--- config.mk ---
export PLATFORM = sky130hd
export DESIGN_NAME = smtx_core
export DESIGN_NICKNAME = d
export VERILOG_FILES = /design/src/smtx_pkg.sv /design/src/smtx_tick_gen.sv /design/src/smtx_timeout_cnt.sv /design/src/smtx_core.sv
export VERILOG_INCLUDE_DIRS = /design/src
export SDC_FILE = /design/constraint.sdc
export NUM_CORES = 1
export LEC_CHECK = 0
export BUFFER_PORTS_ARGS = -buffer_cell sky130_fd_sc_hd__buf_2
export CAP_MARGIN = 20
export CORE_AREA = 2 2 110 112
export CTS_CLUSTER_DIAMETER = 150
export DETAILED_ROUTE_END_ITERATION = 6
export DIE_AREA = 0 0 112 114
export GPL_TIMING_DRIVEN = 1
export HOLD_SLACK_MARGIN = 0.06
export PLACE_DENSITY_LB_ADDON = 0.2
export SETUP_SLACK_MARGIN = 0.4
export SLEW_MARGIN = 20
export SYNTH_ARGS = -nofsm -noshare
export SYNTH_HDL_FRONTEND = slang
export SYNTH_SLANG_ARGS = --single-unit
export TNS_END_PERCENT = 50
--- constraint.sdc ---
create_clock -name pclk -period 3.2 [get_ports pclk]
set_clock_uncertainty 0.2 [all_clocks]
set_input_delay 0.48 -clock pclk [delete_from_list [all_inputs] [get_ports pclk]]
set_output_delay 0.48 -clock pclk [all_outputs]
set_load 0.1 [all_outputs]
--- src/smtx_regs.svh ---
// register map, field positions and timing constants of the smbus extension block
// Overview of operation
// - fast ack off: ack choice applies to next byte; on: write after byte sends it
// - alert response address matches only while alert_response_enable is set
// - second address matches only while second_address_enable (bit 5) is set
// - timeout counter ticks at module clock / 64, or undivided when select is 1
// - clock low flag sets when value nonzero and scl low past it; write 1 clears
// - low timeout detection is off while the 16-bit value is zero
// - read-only bus idle flag: scl and sda high beyond value / 512; clears itself
// - clock high data low flag: scl high, sda low beyond value / 512; write 1 clears
// - clock high data low interrupt while its enable (bit 0) is 1, or while its status bit 1 is unmasked
// - second address field in bits 7 to 1; bit 0 reads zero
// - 16-bit low timeout value: high byte register 15:8, low byte register 7:0
`ifndef SMTX_REGS_SVH
`define SMTX_REGS_SVH
// register indices; byte address is four times the index
`define SMTX_IDX_CTRL 16'h3078
`define SMTX_IDX_A2 16'h3079
`define SMTX_IDX_SLTH 16'h307A
`define SMTX_IDX_SLTL 16'h307B
`define SMTX_IDX_TRANSMIT_ACKNOWLEDGE_CONTROL 16'h307C
`define SMTX_IDX_IRQST 16'h307D
`define SMTX_IDX_IRQMSK 16'h307E
// control and status fields
`define SMTX_B_FAST_ACK_MODE 7
`define SMTX_B_ALERT_RESPONSE_ENABLE 6
`define SMTX_B_A2EN 5
`define SMTX_B_TIMEOUT_CLOCK_SELECT 4
`define SMTX_B_CLOCK_LOW_TIMEOUT_FLAG 3
`define SMTX_B_BUS_IDLE_TIMEOUT_FLAG 2
`define SMTX_B_CLOCK_HIGH_DATA_LOW_TIMEOUT_FLAG 1
`define SMTX_B_CLOCK_HIGH_DATA_LOW_IRQ_ENABLE 0
// interrupt status fields
`define SMTX_IRQ_LOW 0
`define SMTX_IRQ_HL 1
`define SMTX_IRQ_IDLE 2
// reset values
`define SMTX_RST_BYTE 8'h00
`define SMTX_RST_IRQ 3'h0
// smbus alert response address, 7 bits
`define SMTX_ALERT_ADDR 7'h0C
// timing
`define SMTX_PRESCALE 64
`define SMTX_HIGH_SHIFT 9
`endif

--- src/smtx_pkg.sv ---
// shared types of the smbus extension block
package smtx_pkg;
  // fast acknowledge sequencing
  typedef enum logic [0:0] {SMTX_ACK_IDLE, SMTX_ACK_WAIT} smtx_ack_state_type;
endpackage : smtx_pkg

--- src/smtx_tick_gen.sv ---
// timeout counter clock: module clock or module clock divided down
`timescale 1ns/1ps
`default_nettype none
module smtx_tick_gen #(
  parameter int DIV = 64
) (
  // clock and reset
  input wire logic pclk,
  input wire logic presetn,
  input wire logic ce,
  // control
  input wire logic undivided,
  // count enable pulse
  output logic tick
);
  logic [$clog2(DIV)-1:0] pre_reg;

  // free running prescaler; wraps at DIV
  always_ff @(posedge pclk or negedge presetn) begin
    if (!presetn) begin
      pre_reg <= '0;
    end else if (ce) begin
      pre_reg <= (pre_reg == ($clog2(DIV))'(DIV - 1)) ? '0 : pre_reg + 1'b1;
    end
  end

  assign tick = ce && (undivided || pre_reg == ($clog2(DIV))'(DIV - 1));
endmodule : smtx_tick_gen
`default_nettype wire

--- src/smtx_timeout_cnt.sv ---
// saturating duration counter with threshold compare
`timescale 1ns/1ps
`default_nettype none
module smtx_timeout_cnt #(
  parameter int W = 16
) (
  // clock and reset
  input wire logic pclk,
  input wire logic presetn,
  input wire logic ce,
  // counting
  input wire logic tick,
  input wire logic active,
  input wire logic [W-1:0] limit,
  // level, true while the condition has lasted limit ticks
  output logic reached
);
  logic [W-1:0] cnt_reg;

  // restarts whenever the watched condition breaks
  always_ff @(posedge pclk or negedge presetn) begin
    if (!presetn) begin
      cnt_reg <= '0;
    end else if (ce) begin
      if (!active) cnt_reg <= '0;
      else if (tick && cnt_reg != '1) cnt_reg <= cnt_reg + 1'b1;
    end
  end

  // a zero limit means disabled
  assign reached = active && (limit != '0) && (cnt_reg >= limit);
endmodule : smtx_timeout_cnt
`default_nettype wire

--- src/smtx_core.sv ---
// smbus extension: fast ack, address matching, bus timeouts, apb registers
`timescale 1ns/1ps
`default_nettype none
`include "smtx_regs.svh"
module smtx_core import smtx_pkg::*; #(
  parameter int TW = 16,
  parameter int AW = 18
) (
  // apb slave
  input wire logic pclk,
  input wire logic presetn,
  input wire logic ce,
  input wire logic psel,
  input wire logic penable,
  input wire logic pwrite,
  input wire logic [AW-1:0] paddr,
  input wire logic [31:0] pwdata,
  output logic [31:0] prdata,
  output logic pready,
  output logic pslverr,
  // bus line levels seen by the controller
  input wire logic scl_in,
  input wire logic sda_in,
  // from the core shifter
  input wire logic byte_received,
  input wire logic addr_valid,
  input wire logic [6:0] rx_addr,
  // to the core shifter
  output logic ack_strobe,
  output logic ack_nack,
  output logic second_addr_match,
  output logic alert_match,
  // interrupt
  output logic irq
);
  logic [7:0] ctrl_reg;
  logic [6:0] a2_reg;
  logic [7:0] slth_reg;
  logic [7:0] sltl_reg;
  logic transmit_acknowledge_control_reg;
  logic [2:0] irq_st_reg;
  logic [2:0] irq_msk_reg;
  logic bus_idle_timeout_flag_reg;
  logic [31:0] rdata_reg;
  logic ack_strobe_reg;
  logic ack_nack_reg;
  logic a2_match_reg;
  logic alert_match_reg;
  smtx_ack_state_type ack_state_reg;
  logic [TW-1:0] low_value;
  logic [TW-1:0] high_limit;
  logic [15:0] idx;
  logic mapped;
  logic setup;
  logic wr;
  logic tick;
  logic low_hit;
  logic idle_hit;
  logic hl_hit;
  logic low_hit_d;
  logic hl_hit_d;
  logic low_set;
  logic hl_set;
  logic idle_rise;
  logic [2:0] irq_set;

  // apb decode; word index is the byte address divided by four
  assign idx = paddr[17:2];
  assign setup = psel && !penable;
  assign wr = psel && penable && pwrite && ce;
  assign mapped = idx >= `SMTX_IDX_CTRL && idx <= `SMTX_IDX_IRQMSK;
  assign pready = ce;
  assign pslverr = psel && penable && !mapped;
  assign prdata = rdata_reg;

  assign low_value = {slth_reg, sltl_reg};
  assign high_limit = low_value >> `SMTX_HIGH_SHIFT;

  // timeout counter clock
  smtx_tick_gen #(.DIV(`SMTX_PRESCALE)) u_tick (
    .pclk(pclk),
    .presetn(presetn),
    .ce(ce),
    .undivided(ctrl_reg[`SMTX_B_TIMEOUT_CLOCK_SELECT]),
    .tick(tick)
  );

  // scl low duration against the full value
  smtx_timeout_cnt #(.W(TW)) u_low (
    .pclk(pclk),
    .presetn(presetn),
    .ce(ce),
    .tick(tick),
    .active(!scl_in),
    .limit(low_value),
    .reached(low_hit)
  );

  // both lines high: bus free
  smtx_timeout_cnt #(.W(TW)) u_idle (
    .pclk(pclk),
    .presetn(presetn),
    .ce(ce),
    .tick(tick),
    .active(scl_in && sda_in),
    .limit(high_limit),
    .reached(idle_hit)
  );

  // scl high, sda low: stuck data line
  smtx_timeout_cnt #(.W(TW)) u_hl (
    .pclk(pclk),
    .presetn(presetn),
    .ce(ce),
    .tick(tick),
    .active(scl_in && !sda_in),
    .limit(high_limit),
    .reached(hl_hit)
  );

  // edge detect so a held timeout re-flags only once per event
  always_ff @(posedge pclk or negedge presetn) begin
    if (!presetn) begin
      low_hit_d <= 1'b0;
      hl_hit_d <= 1'b0;
      bus_idle_timeout_flag_reg <= 1'b0;
    end else if (ce) begin
      low_hit_d <= low_hit;
      hl_hit_d <= hl_hit;
      bus_idle_timeout_flag_reg <= idle_hit;
    end
  end
  assign low_set = low_hit && !low_hit_d;
  assign hl_set = hl_hit && !hl_hit_d;
  assign idle_rise = idle_hit && !bus_idle_timeout_flag_reg;

  // control bits and timeout value; flags: set wins over write-one clear
  always_ff @(posedge pclk or negedge presetn) begin
    if (!presetn) begin
      ctrl_reg <= `SMTX_RST_BYTE;
      a2_reg <= '0;
      slth_reg <= `SMTX_RST_BYTE;
      sltl_reg <= `SMTX_RST_BYTE;
    end else if (ce) begin
      if (wr && idx == `SMTX_IDX_CTRL) begin
        ctrl_reg[7:4] <= pwdata[7:4];
        ctrl_reg[`SMTX_B_CLOCK_HIGH_DATA_LOW_IRQ_ENABLE] <= pwdata[`SMTX_B_CLOCK_HIGH_DATA_LOW_IRQ_ENABLE];
      end
      ctrl_reg[`SMTX_B_CLOCK_LOW_TIMEOUT_FLAG] <= low_set || (ctrl_reg[`SMTX_B_CLOCK_LOW_TIMEOUT_FLAG] &&
        !(wr && idx == `SMTX_IDX_CTRL && pwdata[`SMTX_B_CLOCK_LOW_TIMEOUT_FLAG]));
      ctrl_reg[`SMTX_B_CLOCK_HIGH_DATA_LOW_TIMEOUT_FLAG] <= hl_set || (ctrl_reg[`SMTX_B_CLOCK_HIGH_DATA_LOW_TIMEOUT_FLAG] &&
        !(wr && idx == `SMTX_IDX_CTRL && pwdata[`SMTX_B_CLOCK_HIGH_DATA_LOW_TIMEOUT_FLAG]));
      ctrl_reg[`SMTX_B_BUS_IDLE_TIMEOUT_FLAG] <= 1'b0;
      if (wr && idx == `SMTX_IDX_A2) a2_reg <= pwdata[7:1];
      if (wr && idx == `SMTX_IDX_SLTH) slth_reg <= pwdata[7:0];
      if (wr && idx == `SMTX_IDX_SLTL) sltl_reg <= pwdata[7:0];
    end
  end

  // interrupt status, sticky, write one to clear, set wins
  assign irq_set = {idle_rise, hl_set, low_set};
  always_ff @(posedge pclk or negedge presetn) begin
    if (!presetn) begin
      irq_st_reg <= `SMTX_RST_IRQ;
      irq_msk_reg <= `SMTX_RST_IRQ;
    end else if (ce) begin
      irq_st_reg <= irq_set | (irq_st_reg &
        ~((wr && idx == `SMTX_IDX_IRQST) ? pwdata[2:0] : 3'h0));
      if (wr && idx == `SMTX_IDX_IRQMSK) irq_msk_reg <= pwdata[2:0];
    end
  end

  // flag path gated by its own enable, others through the mask
  assign irq = (ctrl_reg[`SMTX_B_CLOCK_HIGH_DATA_LOW_TIMEOUT_FLAG] && ctrl_reg[`SMTX_B_CLOCK_HIGH_DATA_LOW_IRQ_ENABLE]) ||
    |(irq_st_reg & irq_msk_reg);

  // acknowledge control; in fast mode a write after a byte releases the ack
  always_ff @(posedge pclk or negedge presetn) begin
    if (!presetn) begin
      transmit_acknowledge_control_reg <= 1'b0;
      ack_state_reg <= SMTX_ACK_IDLE;
      ack_strobe_reg <= 1'b0;
      ack_nack_reg <= 1'b0;
    end else if (ce) begin
      ack_strobe_reg <= 1'b0;
      if (wr && idx == `SMTX_IDX_TRANSMIT_ACKNOWLEDGE_CONTROL) transmit_acknowledge_control_reg <= pwdata[0];
      case (ack_state_reg)
        SMTX_ACK_IDLE: begin
          if (byte_received && ctrl_reg[`SMTX_B_FAST_ACK_MODE]) begin
            ack_state_reg <= SMTX_ACK_WAIT;
          end else if (byte_received) begin
            ack_strobe_reg <= 1'b1;
            ack_nack_reg <= transmit_acknowledge_control_reg;
          end
        end
        SMTX_ACK_WAIT: begin
          if (wr && idx == `SMTX_IDX_TRANSMIT_ACKNOWLEDGE_CONTROL) begin
            ack_strobe_reg <= 1'b1;
            ack_nack_reg <= pwdata[0];
            ack_state_reg <= SMTX_ACK_IDLE;
          end
        end
        default: ack_state_reg <= SMTX_ACK_IDLE;
      endcase
    end
  end
  assign ack_strobe = ack_strobe_reg;
  assign ack_nack = ack_nack_reg;

  // address compare on each received address; software answers alerts itself
  always_ff @(posedge pclk or negedge presetn) begin
    if (!presetn) begin
      a2_match_reg <= 1'b0;
      alert_match_reg <= 1'b0;
    end else if (ce) begin
      a2_match_reg <= addr_valid && ctrl_reg[`SMTX_B_A2EN] && rx_addr == a2_reg;
      alert_match_reg <= addr_valid && ctrl_reg[`SMTX_B_ALERT_RESPONSE_ENABLE] &&
        rx_addr == `SMTX_ALERT_ADDR;
    end
  end
  assign second_addr_match = a2_match_reg;
  assign alert_match = alert_match_reg;

  // read data staged in the setup phase so it is a flop in the access phase
  always_ff @(posedge pclk or negedge presetn) begin
    if (!presetn) begin
      rdata_reg <= '0;
    end else if (ce && setup) begin
      case (idx)
        `SMTX_IDX_CTRL: rdata_reg <= {24'h000000, ctrl_reg[7:3], bus_idle_timeout_flag_reg, ctrl_reg[1:0]};
        `SMTX_IDX_A2: rdata_reg <= {24'h000000, a2_reg, 1'b0};
        `SMTX_IDX_SLTH: rdata_reg <= {24'h000000, slth_reg};
        `SMTX_IDX_SLTL: rdata_reg <= {24'h000000, sltl_reg};
        `SMTX_IDX_TRANSMIT_ACKNOWLEDGE_CONTROL: rdata_reg <= {30'h00000000, ack_state_reg == SMTX_ACK_WAIT, transmit_acknowledge_control_reg};
        `SMTX_IDX_IRQST: rdata_reg <= {29'h00000000, irq_st_reg};
        `SMTX_IDX_IRQMSK: rdata_reg <= {29'h00000000, irq_msk_reg};
        default: rdata_reg <= '0;
      endcase
    end
  end

  // checks
  property p_fast_ack_mode_next;
    @(posedge pclk) disable iff (!presetn)
    ce && byte_received && !ctrl_reg[`SMTX_B_FAST_ACK_MODE] && ack_state_reg == SMTX_ACK_IDLE
      |=> ack_strobe && ack_nack == $past(transmit_acknowledge_control_reg);
  endproperty
  a_fast_ack_mode_next: assert property (p_fast_ack_mode_next) else $error("ack not sent for next byte");

  property p_fast_ack_mode_hold;
    @(posedge pclk) disable iff (!presetn)
    ce && byte_received && ctrl_reg[`SMTX_B_FAST_ACK_MODE] && ack_state_reg == SMTX_ACK_IDLE
      |=> !ack_strobe;
  endproperty
  a_fast_ack_mode_hold: assert property (p_fast_ack_mode_hold) else $error("fast ack sent early");

  property p_alert;
    @(posedge pclk) disable iff (!presetn)
    ce && addr_valid |=> alert_match ==
      ($past(ctrl_reg[`SMTX_B_ALERT_RESPONSE_ENABLE]) && $past(rx_addr) == `SMTX_ALERT_ADDR);
  endproperty
  a_alert: assert property (p_alert) else $error("alert match wrong");

  property p_second;
    @(posedge pclk) disable iff (!presetn)
    ce && addr_valid && !ctrl_reg[`SMTX_B_A2EN] |=> !second_addr_match;
  endproperty
  a_second: assert property (p_second) else $error("second address matched while off");

  property p_div;
    @(posedge pclk) disable iff (!presetn)
    tick && !ctrl_reg[`SMTX_B_TIMEOUT_CLOCK_SELECT] && ce |=> (!tick || ctrl_reg[`SMTX_B_TIMEOUT_CLOCK_SELECT]) [*8];
  endproperty
  a_div: assert property (p_div) else $error("divided tick too fast");

  property p_low_set;
    @(posedge pclk) disable iff (!presetn)
    ce && low_set |=> ctrl_reg[`SMTX_B_CLOCK_LOW_TIMEOUT_FLAG] && irq_st_reg[`SMTX_IRQ_LOW];
  endproperty
  a_low_set: assert property (p_low_set) else $error("low timeout flag missed");

  property p_low_off;
    @(posedge pclk) disable iff (!presetn)
    ce && low_value == '0 && !ctrl_reg[`SMTX_B_CLOCK_LOW_TIMEOUT_FLAG] |=> !ctrl_reg[`SMTX_B_CLOCK_LOW_TIMEOUT_FLAG];
  endproperty
  a_low_off: assert property (p_low_off) else $error("low timeout with zero value");

  property p_idle;
    @(posedge pclk) disable iff (!presetn)
    ce && !(scl_in && sda_in) |=> !bus_idle_timeout_flag_reg;
  endproperty
  a_idle: assert property (p_idle) else $error("idle flag held on busy bus");

  property p_hl;
    @(posedge pclk) disable iff (!presetn)
    ce && hl_set |=> ctrl_reg[`SMTX_B_CLOCK_HIGH_DATA_LOW_TIMEOUT_FLAG];
  endproperty
  a_hl: assert property (p_hl) else $error("high low flag missed");

  property p_irq;
    @(posedge pclk) disable iff (!presetn)
    ctrl_reg[`SMTX_B_CLOCK_HIGH_DATA_LOW_TIMEOUT_FLAG] && !ctrl_reg[`SMTX_B_CLOCK_HIGH_DATA_LOW_IRQ_ENABLE] && (irq_st_reg & irq_msk_reg) == 3'h0
      |-> !irq;
  endproperty
  a_irq: assert property (p_irq) else $error("interrupt while disabled");

  property p_irq_on;
    @(posedge pclk) disable iff (!presetn)
    ctrl_reg[`SMTX_B_CLOCK_HIGH_DATA_LOW_TIMEOUT_FLAG] && ctrl_reg[`SMTX_B_CLOCK_HIGH_DATA_LOW_IRQ_ENABLE] |-> irq;
  endproperty
  a_irq_on: assert property (p_irq_on) else $error("interrupt missing");

  property p_a2_lsb;
    @(posedge pclk) disable iff (!presetn)
    ce && setup && idx == `SMTX_IDX_A2 |=> prdata[0] == 1'b0;
  endproperty
  a_a2_lsb: assert property (p_a2_lsb) else $error("address bit 0 not zero");

  property p_slth;
    @(posedge pclk) disable iff (!presetn)
    wr && idx == `SMTX_IDX_SLTH |=> low_value[15:8] == $past(pwdata[7:0]);
  endproperty
  a_slth: assert property (p_slth) else $error("high byte not in value");

  c_low: cover property (@(posedge pclk) disable iff (!presetn) low_set);
  c_hl_irq: cover property (@(posedge pclk) disable iff (!presetn) hl_set ##1 irq);
  c_fast_ack_mode: cover property (@(posedge pclk) disable iff (!presetn)
    ack_state_reg == SMTX_ACK_WAIT ##[1:50] ack_strobe);
  c_alert: cover property (@(posedge pclk) disable iff (!presetn) alert_match);
endmodule : smtx_core
`default_nettype wire

==> results_dict.tcl <==
set metrics [dict create \
    cp.arrival_ns 2.05 \
    grt_overflow 0 \
    fill_cells 996 \
    syn_to_final_growth_pct 9.429 \
    placed_cell_area_sq_mm 0.006953 \
    synth.area.top_cells "dfrtp_1, ha_1, mux2_2" \
    yosys_warnings 0 \
    finalCritPeriodShare 0.8525 \
    h-tree-depth 3 \
    ir_drop_v 0.0003229 \
    multi_input_area_sq_mm 0.003603 \
    wirelength_um 16410 \
    switchingPower_mw 0.8430 \
    antenna_cells 0 \
    clockBufferDepth 2 \
    fin_cells 905 \
    r2r_end "u_hl.cnt_reg[15]" \
    yosysSeqAreaShare 0.4035 \
    final_layout_size_suffix_gt1_frac 0.1649 \
    die_y_um 114 \
    fin_crit_ns 2.728 \
    path_delay_family "simple AND/OR/NAND/NOR gates" \
    clk_pin_slew_worst_paths_ns 0.06 \
    synth_ff_type "dfrtp_1" \
    postCtsSetupRepairBufs 0 \
    cp_cell_sequence "buf_2 -> or4_1 -> or4_4 -> a31oi_4 -> nor2_2 -> buf_4" \
    fin_nets 856 \
    synth_top_area_frac 0.4035 \
    synth_cells 702 \
    design.die.area_sq_mm 0.01277 \
    num_rows 40 \
    setup_slack_ns 0.4720 \
    ios 106 \
    crit_path_start_kind "input port" \
    fin_area_sq_mm 0.007261 \
    rrSetupSlack_ns 0.71 \
    worst-path-stages 6 \
    seq_power_share 0.490 \
    synth_top_cell_by_area "dfrtp_1" \
    drcViolationCount 0 \
    place.port_buffers 55 \
    grt_pass1_wl_um 26850 \
    drv_cap 0 \
    reg2regPathDepth 7 \
    cts_buffers 9 \
    finalHoldViolations 0 \
    synth_area_sq_mm 0.006635 \
    hpwl_um 12070 \
    min_from "pwdata[5]" \
    clk_latency_ns 0.35 \
    powerDensity_mw_per_mm2 410.1 \
    critPathRequiredTime_ns 2.52 \
    grt_pass1_vias 5440 \
    finalSetupTns_ns 0 \
    timing.rr.start "u_tick.pre_reg[0]" \
    holdPathEnd "sltl_reg[5]" \
    max_stage_delay_ns 0.55 \
    cp_slowest_cell "or4_1" \
    crit_type "in -> out" \
    via_count 5616 \
    netlist-cell-type-count 69 \
    outcome "finished clean" \
    clock-root-buffer "clkbuf_16" \
    p_int_mw 2.134 \
    yosys_register_bits 107 \
    yosysMostFrequentCell "dfrtp_1" \
    synth_edf_count 0 \
    path_buf_inv 2 \
    drt_iter0_drc 477 \
    wl_per_cell_um 18.13 \
    place.gp.congestion 0.8820 \
    setup_viol 0 \
    avgSynthCellArea_sq_um 9.452 \
    grt_antenna_before_repair 0 \
    seqCellArea_sq_mm 0.002678 \
    drt.antenna.violating_nets 0 \
    routed_via_density 6.206 \
    worstMarginPinSlew_ns 0.6732 \
    dr.pass1.iters 5 \
    cts_tree "done" \
    pre_cts_slack_ns 0.3474 \
    core-area_sq_mm 0.01171 \
    clkPwrFrac 0.367 \
    sw_frac_of_total 0.2831 \
    slew_headroom 0.5512 \
    power_mw 2.977 \
    power_frac_comb 0.142 \
    whs_ns 0.1958 \
    hold_path_depth 3 \
    crit_fanout 2 \
    p_leak_nw 3.319 \
    die_x_um 112 \
    finalMaxSlewViolations 0 \
    crit_path_end_kind "output port" \
    initial_core_util 0.5666 \
    grt_setup_unrepaired "no" \
    utilization 0.6200 \
    grt_max_degree 53 \
    dpl.cell_count 890 \
    max_freq_mhz 366.6 \
    clock_sinks 107 \
    hp-class "in -> reg" \
    grt_usage 0.2639 \
    ys_async_sr_fraction 1.000 \
    synth_top_cells_by_count "dfrtp_1, nand2_1, nor2_1, ha_1, inv_1" \
]
-- area by class of cell --
class / count / share of cell area
multi-input cells: 537 / 0.4963
flip-flops and latches: 107 / 0.3688
repair buffers: 68 / 0.05411
clock buffers: 11 / 0.03343
well taps: 147 / 0.02533
inverters: 32 / 0.01654
clock inverters: 3 / 0.005514
-- worst min-delay path: cells and delay by family --
family,cells,cell delay (ns)
AOI/OAI and AO/OA,1,0.06
buffers and inverters,1,0.12
and+or+nand+nor,1,0.05
-- power by group through the flow --
stage,clock network (mW),logic (mW),registers (mW)
final,1.09,0.424,1.46
after global routing,1.17,0.456,1.47
after CTS,1.11,0.423,1.46
after detailed placement,0,0.423,1.48
after global placement,0,0.404,1.48
after floorplan,0,0.316,1.49
-- cells in the final DEF, fill, tap and decap left out, types with 4 or more instances in the layout --
cell type / Yosys / final
a211oi_1: 12 / 12
a21oi_1: 26 / 25
o21ai_1: 7 / 7
nand2_1: 70 / 70
and3_1: 13 / 13
conb_1: 1 / 24
nand2b_1: 8 / 8
ha_1: 34 / 34
buf_4: 25 / 13
xnor2_1: 16 / 16
a21o_1: 4 / 4
o21ai_0: 31 / 31
o31ai_1: 4 / 4
nor4_1: 24 / 24
nand3_1: 22 / 22
dfrtp_1: 107 / 107
or3_1: 10 / 10
clkbuf_16: 0 / 9
nor3_1: 13 / 13
and2_1: 5 / 5
buf_2: 3 / 53
o21a_1: 5 / 5
o211ai_1: 11 / 11
or4_1: 13 / 12
o2bb2ai_1: 7 / 7
o2111ai_1: 4 / 4
inv_1: 32 / 32
xor2_1: 14 / 14
nor2_1: 49 / 48
mux2i_1: 11 / 11
nand4_1: 17 / 17
mux2_2: 26 / 26
-- timing repair --
item,in CTS,in global routing
setup endpoints to repair,3,1
hold buffers,1,0
endpoints found under the hold margin,34,0
gates resized for setup,1,2
cloned,0,0
-- cell families (layout without fill, tap and decap cells) --
| kind of cell | after synthesis | count (layout) | synth area share |
|---|---|---|---|
| DFF | 107 | 107 | 0.4035 |
| muxes | 37 | 37 | 0.06072 |
| and+or+nand+nor | 270 | 270 | 0.2170 |
| buffers and inverters | 81 | 114 | 0.06864 |
| xor gates and xnor gates | 30 | 30 | 0.03960 |
| AOI/OAI and AO/OA | 142 | 142 | 0.1458 |
| other | 1 | 24 | 0.0005652 |
| adders and majority gates | 34 | 34 | 0.06411 |
-- per-layer routing --
| metal | up-vias | routed length, um | global-route usage |
|---|---|---|---|
| li1 | 2647 | - | - |
| met4 | 0 | 385 | 0.1049 |
| met3 | 32 | 859 | 0.03560 |
| met1 | 2743 | 7432 | 0.3557 |
| met2 | 194 | 7729 | 0.4364 |
| met5 | - | 0 | 0 |
-- how the worst max path moves through the flow --
stage	start	end	slack, ns
final	paddr[10]	pslverr	0.47
after global routing	paddr[10]	pslverr	0.43
after CTS	u_low.cnt_reg[1]	u_low.cnt_reg[7]	0.38
after detailed placement	ce	u_low.cnt_reg[7]	0.35
after global placement	paddr[10]	pslverr	0.39
after floorplan	paddr[10]	pslverr	0.43
(Power assumes the default switching activity.)
